`config.mk`:
```
export PLATFORM = sky130hd
export DESIGN_NAME = dmaed_device_flat
export DESIGN_NICKNAME = d
export VERILOG_FILES = /design/src/design/dmaed_pkg.sv /design/src/design/dmaed_link_if.sv /design/src/design/dmaed_device.sv /design/src/flat_wrapper.sv
export SDC_FILE = /design/constraint.sdc
export NUM_CORES = 2
export LEC_CHECK = 0
export BUFFER_PORTS_ARGS = -buffer_cell sky130_fd_sc_hd__buf_2
export CORE_ASPECT_RATIO = 1.4
export CORE_MARGIN = 2
export CORE_UTILIZATION = 45
export CTS_CLUSTER_DIAMETER = 60
export DETAILED_ROUTE_END_ITERATION = 12
export PLACE_DENSITY = 0.65
export SLEW_MARGIN = 15
export SYNTH_ARGS = -nofsm -noshare
export SYNTH_HDL_FRONTEND = slang
export SYNTH_SLANG_ARGS = --single-unit
```
`constraint.sdc`:
```
create_clock -name i_sys_clk -period 2.7 [get_ports i_sys_clk]
set_input_delay 0.135 -clock i_sys_clk [delete_from_list [all_inputs] [get_ports i_sys_clk]]
set_output_delay 0.135 -clock i_sys_clk [all_outputs]
set_load 0.005 [all_outputs]
```
`src/design/dmaed_pkg.sv`:
```
// Behaviour
// - software sets up both entries before enabling
// - event entry gives type, details, transfer pointer
// - transfer entry gives source, destination, counts, indexes
// - high group entries live in high memory
// - low group entries live in low memory
// - flag register latches each event independently
// - encoder orders simultaneous pending events by priority
// - one event per group, both groups concurrently
// - enabled event launches request without cpu
// - soft trigger bit edge acts as event
// - soft trigger bits map to fixed events
// - peripheral requests map to fixed events
// - error events ored, overflow 29, 25 reserved
// - edge polarity selectable per event
// - each engine serves only its own group
// - entry may raise named cpu interrupt instead
package dmaed_pkg;
   localparam int NUM_EVT = 32;
   localparam int EVT_W = 5;
   localparam int NUM_GRP = 2;
   localparam int GRP_HI = 0;
   localparam int GRP_LO = 1;
   localparam int MEM_AW = 6;
   localparam int MEM_DEPTH = 64;
   localparam int IRQ_N = 16;
   // transfer table: entries of four words after the event table
   localparam int XFER_ENTRIES = 8;
   localparam int XFER_WORDS = 4;
   localparam logic [MEM_AW-1:0] XFER_BASE = 6'h20;
   // event entry fields
   localparam int EE_KIND_BIT = 0;
   localparam int EE_PTR_LSB = 1;
   localparam int EE_PTR_W = 3;
   localparam int EE_IRQ_LSB = 4;
   localparam int EE_IRQ_W = 4;
   // event numbers
   localparam int EV_RTC0 = 2;
   localparam int EV_RTC1 = 3;
   localparam int EV_AUD_BASE = 4;
   localparam int EV_HOST = 12;
   localparam int EV_SPI0 = 13;
   localparam int EV_SPI1 = 14;
   localparam int EV_RTC2 = 15;
   localparam int EV_RTC3 = 16;
   localparam int EV_I2C_BASE = 19;
   localparam int EV_RSVD = 25;
   localparam int EV_AUDERR_BASE = 26;
   localparam int EV_OVF = 29;
   localparam int SOFT_N = 10;
   localparam int SOFT_BIT [SOFT_N] = '{0, 16, 1, 17, 2, 18, 3, 19, 20, 21};
   localparam int SOFT_EVT [SOFT_N] = '{0, 1, 10, 11, 17, 18, 23, 24, 30, 31};
   // apb register offsets
   localparam int AW = 8;
   localparam logic [AW-1:0] REG_POL = 8'h00;
   localparam logic [AW-1:0] REG_ENA = 8'h04;
   localparam logic [AW-1:0] REG_GRP = 8'h08;
   localparam logic [AW-1:0] REG_SOFT = 8'h0c;
   localparam logic [AW-1:0] REG_FLAG = 8'h10;
   localparam logic [AW-1:0] REG_STATE = 8'h14;
   localparam logic [AW-1:0] REG_IRQ_STAT = 8'h18;
   localparam logic [AW-1:0] REG_IRQ_MASK = 8'h1c;
   localparam logic [AW-1:0] REG_MEM_ADDR = 8'h20;
   localparam logic [AW-1:0] REG_MEM_DATA = 8'h24;
   localparam int MEM_SEL_BIT = 6;
   localparam logic [31:0] RST_ZERO = 32'h0000_0000;
   typedef enum logic [1:0] {DISP_IDLE, DISP_EVT, DISP_XFER, DISP_REQ} dmaed_disp_type;
endpackage : dmaed_pkg

```
`src/design/dmaed_link_if.sv`:
```
`timescale 1ns/10ps
`default_nettype none
interface dmaed_link_if;
   import dmaed_pkg::*;
   logic [NUM_EVT-1:0] polarity;
   logic [NUM_EVT-1:0] enable;
   logic [NUM_EVT-1:0] group_hi;
   logic [31:0] soft_trig;
   logic mem_we;
   logic mem_sel_hi;
   logic [MEM_AW-1:0] mem_addr;
   logic [31:0] mem_wdata;
   logic [NUM_EVT-1:0] flags;
   logic [NUM_EVT-1:0] state;
   logic [IRQ_N-1:0] irq_pulse;
   modport dev (input polarity, enable, group_hi, soft_trig, mem_we, mem_sel_hi, mem_addr,
      mem_wdata, output flags, state, irq_pulse);
   modport ctl (output polarity, enable, group_hi, soft_trig, mem_we, mem_sel_hi, mem_addr,
      mem_wdata, input flags, state, irq_pulse);
endinterface : dmaed_link_if
`default_nettype wire

```
`src/design/dmaed_device.sv`:
```
`timescale 1ns/10ps
`default_nettype none
module dmaed_device #(
   parameter int XFER_ENTRIES = dmaed_pkg::XFER_ENTRIES
) (
   input wire logic i_sys_clk,
   input wire logic i_rst_n,
   input wire logic i_clk_en,
   dmaed_link_if.dev link,
   input wire logic [3:0] i_counter_request,
   input wire logic [2:0] i_audio_tx_req,
   input wire logic [2:0] i_audio_rx_req,
   input wire logic i_host_port_interrupt,
   input wire logic [1:0] i_spi_rx_req,
   input wire logic [1:0] i_i2c_tx_req,
   input wire logic [1:0] i_i2c_rx_req,
   input wire logic [2:0] i_external_mute_input,
   input wire logic [2:0] i_audio_tx_err,
   input wire logic [2:0] i_audio_rx_err,
   input wire logic i_counter_overflow_error,
   input wire logic [dmaed_pkg::NUM_GRP-1:0] i_eng_ack,
   output logic [dmaed_pkg::NUM_GRP-1:0] o_eng_req,
   output logic [dmaed_pkg::NUM_GRP-1:0][dmaed_pkg::EVT_W-1:0] o_eng_evt_num,
   output logic [dmaed_pkg::NUM_GRP-1:0][31:0] o_eng_evt_entry,
   output logic [dmaed_pkg::NUM_GRP-1:0][dmaed_pkg::XFER_WORDS-1:0][31:0] o_eng_xfer
);
   import dmaed_pkg::*;

   // table layout only holds eight four-word transfer entries
   if (XFER_ENTRIES != 8) begin : g_chk
      $error("dmaed_device: XFER_ENTRIES must be 8");
   end

   logic [NUM_EVT-1:0] raw_pins;
   logic [NUM_EVT-1:0] sync1_ff;
   logic [NUM_EVT-1:0] sync2_ff;
   logic [NUM_EVT-1:0] nxt_state;
   logic [NUM_EVT-1:0] state_ff;
   logic [NUM_EVT-1:0] prev_ff;
   logic [NUM_EVT-1:0] edge_hit;
   logic [NUM_EVT-1:0] flag_ff;
   logic [NUM_GRP-1:0][NUM_EVT-1:0] clr_by_grp;
   logic [NUM_GRP-1:0][IRQ_N-1:0] irq_by_grp;
   logic [IRQ_N-1:0] irq_ff;
   logic [31:0] mem_ff [NUM_GRP][MEM_DEPTH];

   // lowest event number wins inside a group
   function automatic logic [EVT_W-1:0] first_set(input logic [NUM_EVT-1:0] v);
      logic [EVT_W-1:0] r;
      r = '0;
      for (int i = NUM_EVT - 1; i >= 0; i--) begin
         if (v[i]) begin
            r = EVT_W'(i);
         end
      end
      return r;
   endfunction : first_set

   // pin events gathered into their event slots
   always_comb begin
      raw_pins = '0;
      raw_pins[EV_RTC0] = i_counter_request[0];
      raw_pins[EV_RTC1] = i_counter_request[1];
      raw_pins[EV_RTC2] = i_counter_request[2];
      raw_pins[EV_RTC3] = i_counter_request[3];
      for (int a = 0; a < 3; a++) begin
         raw_pins[EV_AUD_BASE + 2 * a] = i_audio_tx_req[a];
         raw_pins[EV_AUD_BASE + 2 * a + 1] = i_audio_rx_req[a];
         // any of three sources, software must look for the cause
         raw_pins[EV_AUDERR_BASE + a] = i_external_mute_input[a] | i_audio_tx_err[a]
            | i_audio_rx_err[a];
      end
      raw_pins[EV_HOST] = i_host_port_interrupt;
      raw_pins[EV_SPI0] = i_spi_rx_req[0];
      raw_pins[EV_SPI1] = i_spi_rx_req[1];
      for (int c = 0; c < 2; c++) begin
         raw_pins[EV_I2C_BASE + 2 * c] = i_i2c_tx_req[c];
         raw_pins[EV_I2C_BASE + 2 * c + 1] = i_i2c_rx_req[c];
      end
      raw_pins[EV_OVF] = i_counter_overflow_error;
      raw_pins[EV_RSVD] = 1'b0;
   end

   // two-stage synchroniser on the asynchronous pins
   always_ff @(posedge i_sys_clk or negedge i_rst_n) begin
      if (!i_rst_n) begin
         sync1_ff <= '0;
         sync2_ff <= '0;
      end else if (i_clk_en) begin
         sync1_ff <= raw_pins;
         sync2_ff <= sync1_ff;
      end
   end

   // soft trigger bits join the event state; host logic shares our clock
   always_comb begin
      nxt_state = sync2_ff;
      for (int s = 0; s < SOFT_N; s++) begin
         nxt_state[SOFT_EVT[s]] = link.soft_trig[SOFT_BIT[s]];
      end
      nxt_state[EV_RSVD] = 1'b0;
   end

   // event state register and its previous value for edge detect
   always_ff @(posedge i_sys_clk or negedge i_rst_n) begin
      if (!i_rst_n) begin
         state_ff <= '0;
         prev_ff <= '0;
      end else if (i_clk_en) begin
         state_ff <= nxt_state;
         prev_ff <= state_ff;
      end
   end

   // polarity 1 takes rising edges, 0 falling edges
   assign edge_hit = (link.polarity & state_ff & ~prev_ff)
      | (~link.polarity & ~state_ff & prev_ff);

   // flags: new edge wins over a clear in the same cycle
   always_ff @(posedge i_sys_clk or negedge i_rst_n) begin
      if (!i_rst_n) begin
         flag_ff <= '0;
      end else if (i_clk_en) begin
         flag_ff <= (flag_ff & ~(clr_by_grp[GRP_HI] | clr_by_grp[GRP_LO]))
            | (edge_hit & link.enable);
      end
   end

   // parameter memories, one per group, written by the controller
   always_ff @(posedge i_sys_clk) begin
      if (i_clk_en && link.mem_we) begin
         if (link.mem_sel_hi) begin
            mem_ff[GRP_HI][link.mem_addr] <= link.mem_wdata;
         end else begin
            mem_ff[GRP_LO][link.mem_addr] <= link.mem_wdata;
         end
      end
   end

   // one dispatcher per group, each running independently
   for (genvar g = 0; g < NUM_GRP; g++) begin : g_disp
      dmaed_disp_type st_ff;
      logic [NUM_EVT-1:0] pend;
      logic [EVT_W-1:0] pick;
      logic [EVT_W-1:0] evt_ff;
      logic [EE_PTR_W-1:0] ptr_ff;
      logic [1:0] wcnt_ff;
      logic [31:0] entry;
      logic [MEM_AW-1:0] xaddr;

      // only events sorted into this group are visible here
      assign pend = flag_ff & ((g == GRP_HI) ? link.group_hi : ~link.group_hi);
      assign pick = first_set(pend);
      // fetch only from this group's own memory
      assign entry = mem_ff[g][MEM_AW'(evt_ff)];
      assign xaddr = XFER_BASE + MEM_AW'({ptr_ff, wcnt_ff});

      always_comb begin
         clr_by_grp[g] = '0;
         if (st_ff == DISP_IDLE && i_clk_en && (|pend)) begin
            clr_by_grp[g][pick] = 1'b1;
         end
      end

      always_comb begin
         irq_by_grp[g] = '0;
         if (st_ff == DISP_EVT && entry[EE_KIND_BIT]) begin
            irq_by_grp[g][entry[EE_IRQ_LSB +: EE_IRQ_W]] = 1'b1;
         end
      end

      // at most one event in flight per group
      always_ff @(posedge i_sys_clk or negedge i_rst_n) begin
         if (!i_rst_n) begin
            st_ff <= DISP_IDLE;
            evt_ff <= '0;
            ptr_ff <= '0;
            wcnt_ff <= '0;
            o_eng_req[g] <= 1'b0;
            o_eng_evt_num[g] <= '0;
            o_eng_evt_entry[g] <= RST_ZERO;
            o_eng_xfer[g] <= '0;
         end else if (i_clk_en) begin
            case (st_ff)
               DISP_IDLE: begin
                  if (|pend) begin
                     evt_ff <= pick;
                     st_ff <= DISP_EVT;
                  end
               end
               DISP_EVT: begin
                  o_eng_evt_num[g] <= evt_ff;
                  o_eng_evt_entry[g] <= entry;
                  ptr_ff <= entry[EE_PTR_LSB +: EE_PTR_W];
                  wcnt_ff <= '0;
                  // interrupt-type entries finish here, no engine work
                  st_ff <= entry[EE_KIND_BIT] ? DISP_IDLE : DISP_XFER;
               end
               DISP_XFER: begin
                  o_eng_xfer[g][wcnt_ff] <= mem_ff[g][xaddr];
                  wcnt_ff <= wcnt_ff + 2'd1;
                  if (wcnt_ff == 2'(XFER_WORDS - 1)) begin
                     o_eng_req[g] <= 1'b1;
                     st_ff <= DISP_REQ;
                  end
               end
               DISP_REQ: begin
                  if (i_eng_ack[g]) begin
                     o_eng_req[g] <= 1'b0;
                     st_ff <= DISP_IDLE;
                  end
               end
               default: begin
                  st_ff <= DISP_IDLE;
               end
            endcase
         end
      end
   end

   // status back to the controller, all registered
   always_ff @(posedge i_sys_clk or negedge i_rst_n) begin
      if (!i_rst_n) begin
         irq_ff <= '0;
      end else if (i_clk_en) begin
         irq_ff <= irq_by_grp[GRP_HI] | irq_by_grp[GRP_LO];
      end
   end

   assign link.flags = flag_ff;
   assign link.state = state_ff;
   assign link.irq_pulse = irq_ff;

endmodule : dmaed_device
`default_nettype wire

```
`src/flat_wrapper.sv`:
```
// flat-port wrapper written by rule: the top's interface ports become plain ports
module dmaed_device_flat import dmaed_pkg::*;
#(
   parameter int XFER_ENTRIES = dmaed_pkg::XFER_ENTRIES
)
  (i_sys_clk, i_rst_n, i_clk_en, i_counter_request, i_audio_tx_req, i_audio_rx_req, i_host_port_interrupt, i_spi_rx_req, i_i2c_tx_req, i_i2c_rx_req, i_external_mute_input, i_audio_tx_err, i_audio_rx_err, i_counter_overflow_error, i_eng_ack, o_eng_req, o_eng_evt_num, o_eng_evt_entry, o_eng_xfer, link_polarity, link_enable, link_group_hi, link_soft_trig, link_mem_we, link_mem_sel_hi, link_mem_addr, link_mem_wdata, link_flags, link_state, link_irq_pulse);
  dmaed_link_if link_i ();
  input wire logic i_sys_clk;
  input wire logic i_rst_n;
  input wire logic i_clk_en;
  input wire logic [3:0] i_counter_request;
  input wire logic [2:0] i_audio_tx_req;
  input wire logic [2:0] i_audio_rx_req;
  input wire logic i_host_port_interrupt;
  input wire logic [1:0] i_spi_rx_req;
  input wire logic [1:0] i_i2c_tx_req;
  input wire logic [1:0] i_i2c_rx_req;
  input wire logic [2:0] i_external_mute_input;
  input wire logic [2:0] i_audio_tx_err;
  input wire logic [2:0] i_audio_rx_err;
  input wire logic i_counter_overflow_error;
  input wire logic [dmaed_pkg::NUM_GRP-1:0] i_eng_ack;
  output logic [dmaed_pkg::NUM_GRP-1:0] o_eng_req;
  output logic [dmaed_pkg::NUM_GRP-1:0][dmaed_pkg::EVT_W-1:0] o_eng_evt_num;
  output logic [dmaed_pkg::NUM_GRP-1:0][31:0] o_eng_evt_entry;
  output logic [dmaed_pkg::NUM_GRP-1:0][dmaed_pkg::XFER_WORDS-1:0][31:0] o_eng_xfer;
  input wire logic [$bits(link_i.polarity)-1:0] link_polarity;
  input wire logic [$bits(link_i.enable)-1:0] link_enable;
  input wire logic [$bits(link_i.group_hi)-1:0] link_group_hi;
  input wire logic [$bits(link_i.soft_trig)-1:0] link_soft_trig;
  input wire logic [$bits(link_i.mem_we)-1:0] link_mem_we;
  input wire logic [$bits(link_i.mem_sel_hi)-1:0] link_mem_sel_hi;
  input wire logic [$bits(link_i.mem_addr)-1:0] link_mem_addr;
  input wire logic [$bits(link_i.mem_wdata)-1:0] link_mem_wdata;
  output wire logic [$bits(link_i.flags)-1:0] link_flags;
  output wire logic [$bits(link_i.state)-1:0] link_state;
  output wire logic [$bits(link_i.irq_pulse)-1:0] link_irq_pulse;
  assign link_i.polarity = link_polarity;
  assign link_i.enable = link_enable;
  assign link_i.group_hi = link_group_hi;
  assign link_i.soft_trig = link_soft_trig;
  assign link_i.mem_we = link_mem_we;
  assign link_i.mem_sel_hi = link_mem_sel_hi;
  assign link_i.mem_addr = link_mem_addr;
  assign link_i.mem_wdata = link_mem_wdata;
  assign link_flags = link_i.flags;
  assign link_state = link_i.state;
  assign link_irq_pulse = link_i.irq_pulse;
  dmaed_device #(.XFER_ENTRIES(XFER_ENTRIES)) u_core (.i_sys_clk(i_sys_clk), .i_rst_n(i_rst_n), .i_clk_en(i_clk_en), .link(link_i), .i_counter_request(i_counter_request), .i_audio_tx_req(i_audio_tx_req), .i_audio_rx_req(i_audio_rx_req), .i_host_port_interrupt(i_host_port_interrupt), .i_spi_rx_req(i_spi_rx_req), .i_i2c_tx_req(i_i2c_tx_req), .i_i2c_rx_req(i_i2c_rx_req), .i_external_mute_input(i_external_mute_input), .i_audio_tx_err(i_audio_tx_err), .i_audio_rx_err(i_audio_rx_err), .i_counter_overflow_error(i_counter_overflow_error), .i_eng_ack(i_eng_ack), .o_eng_req(o_eng_req), .o_eng_evt_num(o_eng_evt_num), .o_eng_evt_entry(o_eng_evt_entry), .o_eng_xfer(o_eng_xfer));
endmodule
```
Yosys cells after proc, flatten, opt, wreduce, memory -nomap -nowiden
Memory sizes are Yosys's and may differ from the RTL's.
Cells that the tools add are included.
Word-level totals
  register bits after elaboration: 508
  latch bits: 0
  bits in writable memories: 4096
  ROM bits: 0
  input port bits: 200
  output and inout port bits: 412
  logic and storage cells: 251
  memories kept: 1
Cells by class
  add/subtract/negate cells: 4
  multiply operators: 0
  div/mod/pow operators: 0
  $lt $le $gt $ge: 18
  equal/unequal tests: 14
  shifts and indexed selects: 0
  multiplexer cells: 123
  bitwise logic cells: 28
  reductions and logical operators: 35
Memories
  u_core.mem_ff: words 2, width 2048, read ports 2, clocked after Yosys merged registers in 0, write ports 1, RTL line dmaed_device.sv:45  | logic [31:0] mem_ff [NUM_GRP][MEM_DEPTH];
Operators by type and width (count)
  $mux 2048: 4
  $reduce_or 2048->1: 1
  $bmux 32 s6: 4
  $mux 32: 13
  $mux 5: 64
  $and 32x32->32: 8
  $bwmux 128: 2
  $demux 32 s6: 1
  $not 32->32: 5
  $demux 32 s2: 2
  $or 32x32->32: 3
  $reduce_or 32->1: 2
  $ge 7x7->1 const B: 5
  $mux 16: 2
  $not 6->7: 3
  $mux 2: 8
  $or 16x16->16: 1
  $pmux 2 s4: 2
  $reduce_and 4->1: 4
  $logic_and 1x1->1: 14
  $not 5->7: 2
  $mux 1: 13
  $add 6x5->6 const A: 2
  $eq 2x2->1 const B: 6
  20 further kinds: 51

Longest topological paths before layout
  depth in word-level cells: 43
  gate-level depth with buffers: 13
  gate-level depth less buffers: 8

Least setup slack after synthesis
Ideal clock, no wire load.
  path kind: in2reg
  start: input port i_clk_en
  end: memory u_core.mem_ff[0][320] in the netlist's numbering (enable)
  library setup time: 421 ps
  data arrival time: 2757 ps
  required time: 2279 ps
  setup slack: -478 ps
  stages on the path: 6
  buffers on the path: 2
  cells stage by stage: clkbuf_1 > clkbuf_1 > nand2_1 > nor3b_1 > nand3_1 > nor2_1
Between the ends
  longest elaborated chain between the ends: 5
  elaborated cells on any way between the ends: 8
  those cells by class: 6 x mux; 2 x reduce/logical
Ends and longest elaborated chain
  start: declaration: RTL line flat_wrapper.sv:10  | input wire logic i_clk_en;
  $logic_and 1x1->1 (*): RTL line dmaed_device.sv:131  | if (i_clk_en && link.mem_we) begin
  $mux 1: RTL line dmaed_device.sv:131
  $mux 2048 (not written as such): RTL line dmaed_device.sv:135  | mem_ff[GRP_LO][link.mem_addr] <= link.mem_wdata;
  $reduce_or 2048->1 (no line)
  $mux 1 (no line) / $mux 2048 (equally long branches)
  end: declaration: RTL line dmaed_device.sv:45
Every way passes the cells marked *; elsewhere a longest branch is shown, timed or not.

Worst setup path after layout
  start: register u_core.g_disp[0].evt_ff[0]
  end: register u_core.irq_ff[2] (netlist: u_core.link.irq_pulse[2])
Between the ends
  longest elaborated chain between the ends: 10
  elaborated cells on any way between the ends: 12
  those cells by class: 2 x order compare; 6 x mux; 2 x bitwise; 2 x reduce/logical
Ends and longest elaborated chain
  start: declaration: RTL line dmaed_device.sv:145  | logic [EVT_W-1:0] evt_ff;
  start signal: assignment: RTL line dmaed_device.sv:187  | evt_ff <= pick;
  $not 5->7 (not written as such) (*): RTL line dmaed_device.sv:155  | assign entry = mem_ff[g][MEM_AW'(evt_ff)];
  $bmux 32 s6 (*): RTL line dmaed_device.sv:155
  $mux 32 (not written as such) (*) (2 in series): RTL line dmaed_device.sv:155
  $lt 4x5->1 (not written as such) / $ge 4x1->1 (equally long branches): RTL line dmaed_device.sv:168  | irq_by_grp[g][entry[EE_IRQ_LSB +: EE_IRQ_W]] = 1'b1;
  $logic_and 1x1->1 (not written as such): RTL line dmaed_device.sv:168
  $mux 1 (not written as such): RTL line dmaed_device.sv:168
  $demux 1 s4
  $mux 16 (*): RTL line dmaed_device.sv:167  | if (st_ff == DISP_EVT && entry[EE_KIND_BIT]) begin
  $or 16x16->16 (*): RTL line dmaed_device.sv:226  | irq_ff <= irq_by_grp[GRP_HI] | irq_by_grp[GRP_LO];
  end signal: assignment: RTL line dmaed_device.sv:226
  end: declaration: RTL line dmaed_device.sv:44  | logic [IRQ_N-1:0] irq_ff;
Every way passes the cells marked *; elsewhere a longest branch is shown, timed or not. The select of a mux whose other input is x is not followed.
A chain may end at the register's enable or synchronous reset.

==> results.json <==
{
  "place_inst": 14040,
  "p_comb_share_pct": 27.5,
  "clock_sinks": 4598,
  "worst_pin_slew_ns": 1.176,
  "synth-seq-cells": 4598,
  "cp-endpoint": "u_core.link.irq_pulse[2]$_DFFE_PN0P_",
  "ir_drop_uv": 639.1,
  "dp_slack_ns": -0.4797,
  "nNetsFinal": 9799,
  "htreeDepth": 5,
  "worstHoldPathType": "in -> reg",
  "grt_pass1_wl_mm": 672.4,
  "drv_slew": 0,
  "grt_pass1_vias": 91850,
  "pin_count": 612,
  "r2r-end": "u_core.link.irq_pulse[2]$_DFFE_PN0P_",
  "port_buffers": 586,
  "grt_setup_unrepaired": "yes",
  "initial_core_util_pct": 45.19,
  "syn_inst": 8058,
  "ant_nets": 0,
  "wl_per_cell_um": 31.53,
  "setup_ws_ns": -0.1202,
  "synth-edff-count": 4096,
  "max-slew-margin-rel_pct": 21.57,
  "place_hpwl_mm": 287.1,
  "grtUsageTotal_pct": 23.69,
  "antenna_found_initial": 43,
  "dieHeight_um": 743.7,
  "synth.most_common_cell": "edfxtp_1",
  "clk_pin_slew_ns": 0.07,
  "yosys.area.top_type_share_pct": 69.93,
  "end_kind": "register",
  "ys_seq_area_share_pct": 77.07,
  "cp-start-kind": "register",
  "setup_viol": 68,
  "fp.dieW_um": 532.4,
  "grt_max_degree": 99,
  "finalPower_mw": 196.8,
  "cts_buffers": 420,
  "gp_congestion": 0.8764,
  "synthArstFlopShare_pct": 10.92,
  "drive_gt1_share_pct": 36.03,
  "clkPwrFrac_pct": 30.6,
  "critical_path.max_fanout": 15,
  "reg2regPathDepth": 10,
  "cts_root_buf": "clkbuf_16",
  "drc_errors": 0,
  "startpoint": "u_core.g_disp[0].evt_ff[0]$_DFFE_PN0P_",
  "core_sq_mm": 0.3893,
  "reg2reg_slack_ns": -0.12,
  "failed_checks": "negative setup slack",
  "clockBufferDepth": 4,
  "arrival_ns": 3.76,
  "drtIter0Drc": 10140,
  "insertion_delay_ns": 1.01,
  "final_cell_area_sq_mm": 0.2110,
  "ys.warnings.count": 0,
  "vias_per_cell": 5.942,
  "p_leak_nw": 69.39,
  "grt_overflow": 0,
  "skew_ns": 0.05618,
  "synth_nets": 8276,
  "utilization_pct": 54.20,
  "p_int_mw": 140.6,
  "fmax_ghz": 0.3546,
  "synth_common_cells": "edfxtp_1 (4096), mux4_2 (1244), dfrtp_1 (502)",
  "netlist_top_cells_area": "edfxtp_1 (70%), mux4_2 (16%), dfrtp_1 (7.1%)",
  "drtPass1Iterations": 6,
  "finalNonFillerCells": 15170,
  "synthDistinctLibCells": 66,
  "avgSynthCellArea_sq_um": 21.83,
  "period_share_pct": 104.5,
  "swShare_pct": 28.57,
  "maxCapViolCount": 0,
  "drt_wl_total_mm": 478.5,
  "synth_top_area_cell": "edfxtp_1",
  "cts_tree": "built",
  "dieArea_sq_mm": 0.3960,
  "num_vias": 90160,
  "p_seq_share_pct": 41.9,
  "syn_to_final_growth_pct": 19.94,
  "status": "finished, violations left",
  "post-route-min-period_ns": 2.820,
  "finalHoldViolCount": 0,
  "mappedNetlistArea_sq_mm": 0.1759,
  "placed_cell_area_sq_mm": 0.1925,
  "powerDensity_mw_per_mm2": 932.8,
  "required_ns": 3.64,
  "p_switching_mw": 56.21,
  "rr_startpoint": "u_core.g_disp[0].evt_ff[0]$_DFFE_PN0P_",
  "rows": 271,
  "synth_flop_cell": "edfxtp_1",
  "critPathKind": "reg -> reg"
}
[per-layer routing]
metal / GRT usage, % / vias to the layer above / share of wire, %
li1: - / 36630 / -
met1: 31.14 / 48580 / 38
met2: 39.76 / 4217 / 50
met3: 5.885 / 696 / 9.6
met4: 5.900 / 36 / 2.5
met5: 0 / - / 0.046
[power groups by stage]
stage          combinational, mW  clock (mW)  sequential [mW]
2_1_floorplan               29.0           0             82.5
3_3_place_gp                49.2           0             83.8
3_5_place_dp                49.8           0             83.9
4_1_cts                     52.0        61.2             82.3
5_1_grt                     57.2        63.8             82.5
6_report                    54.1        60.3             82.4
[registers in the layout, indices dropped and copies added, names as in the netlist, named ones only]
signal                  flops
u_core.g_disp.evt_ff       10
u_core.g_disp.ptr_ff        4
u_core.g_disp.st_ff         2
u_core.g_disp.wcnt_ff       4
u_core.link.flags          32
u_core.link.irq_pulse      16
u_core.link.state          31
u_core.mem_ff            4096
u_core.o_eng_evt_entry     60
u_core.o_eng_evt_num       10
u_core.o_eng_req            2
u_core.o_eng_xfer         256
u_core.prev_ff             31
u_core.sync1_ff            21
u_core.sync2_ff            21
[final cells by class]
class	instances	area [sq um]
diodes	41	102.6
clock buffers	525	11320
well taps	5187	6490
fillers	29260	178300
repair buffers	1521	14790
multi-input cells	3015	39920
inverters	25	97.59
flip-flops and latches	4598	135600
clock inverters	261	2618
[critical path, stage by stage, from the launching register on]
cell        delay [ns]
dfrtp_4           0.51
buf_8             0.21
buf_4             0.19
mux4_2            0.53
nand2_1           0.10
a21oi_1           0.10
nor3_4            0.37
buf_6             0.20
clkinvlp_4        0.15
nor2_2            0.21
a221o_1           0.19
[what timing repair did]
action,in CTS,in global routing
hold buffers,212,0
gates resized for setup,89,196
gates cloned,5,19
pin swaps,5,22
setup endpoints to repair,179,183
endpoints found under the hold margin,3626,0
setup buffers,32,48
[cell families (layout without fill, tap and decap cells)]
logic type                 Yosys count  after routing  synth area share [%]
AOI/OAI and AO/OA                  581            581                 2.016
adders and majority gates           18             18                0.1280
buffers and inverters              445           2332                 1.131
DFF                               4598           4598                 77.07
muxes                             1489           1489                 17.40
other                                1             42              0.002132
and+or+nand+nor                    926            926                 2.249
[metrics by stage]
stage          hold WS [ns]  TNS [ns]
6_report            0.09265    -2.356
3_5_place_dp        0.06135    -25.44
3_3_place_gp        0.05965    -19.37
5_1_grt             0.09021    -3.520
2_1_floorplan       -0.1606  -1388.10
4_1_cts            0.003438  -0.03943
[how the worst min path moves through the flow]
stage / startpoint / end / slack (ns) / cells past startpoint
after floorplan: i_rst_n / async pin / -0.16 / 0
after global placement: i_rst_n / u_core.o_eng_xfer[20]$_DFFE_PN0P_ / 0.06 / 1
after detailed placement: i_rst_n / u_core.o_eng_xfer[20]$_DFFE_PN0P_ / 0.06 / 1
after CTS: link_group_hi[4] / u_core.link.flags[4]$_DFFE_PN0P_ / 0.003 / 7
after global routing: link_mem_addr[0] / u_core.mem_ff[0][1536]$_DFFE_PP_ / 0.09 / 4
final: link_mem_addr[0] / u_core.mem_ff[0][4000]$_DFFE_PP_ / 0.09 / 4
[cell usage in the layout (no fill, tap or decap), types with 25 or more instances in the layout]
master and n:
diode_2 41, mux2i_1 93, o21ai_1 85, clkbuf_1 70
clkbuf_16 446, nor2b_1 33, o21ai_0 254, buf_6 46
bufinv_16 41, mux2i_2 25, a32o_1 27, buf_12 251
dfrtp_1 482, clkinv_1 74, nor2_1 107, mux2_2 113
edfxtp_1 4096, nor2_4 130, mux4_2 1244, a22oi_1 54
buf_4 406, a31oi_1 37, dlygate4sd3_1 211, a21oi_1 32
nand2b_1 27, buf_2 552, nand2_1 493, clkinv_2 82
Power figures use the tool's default switching activity.
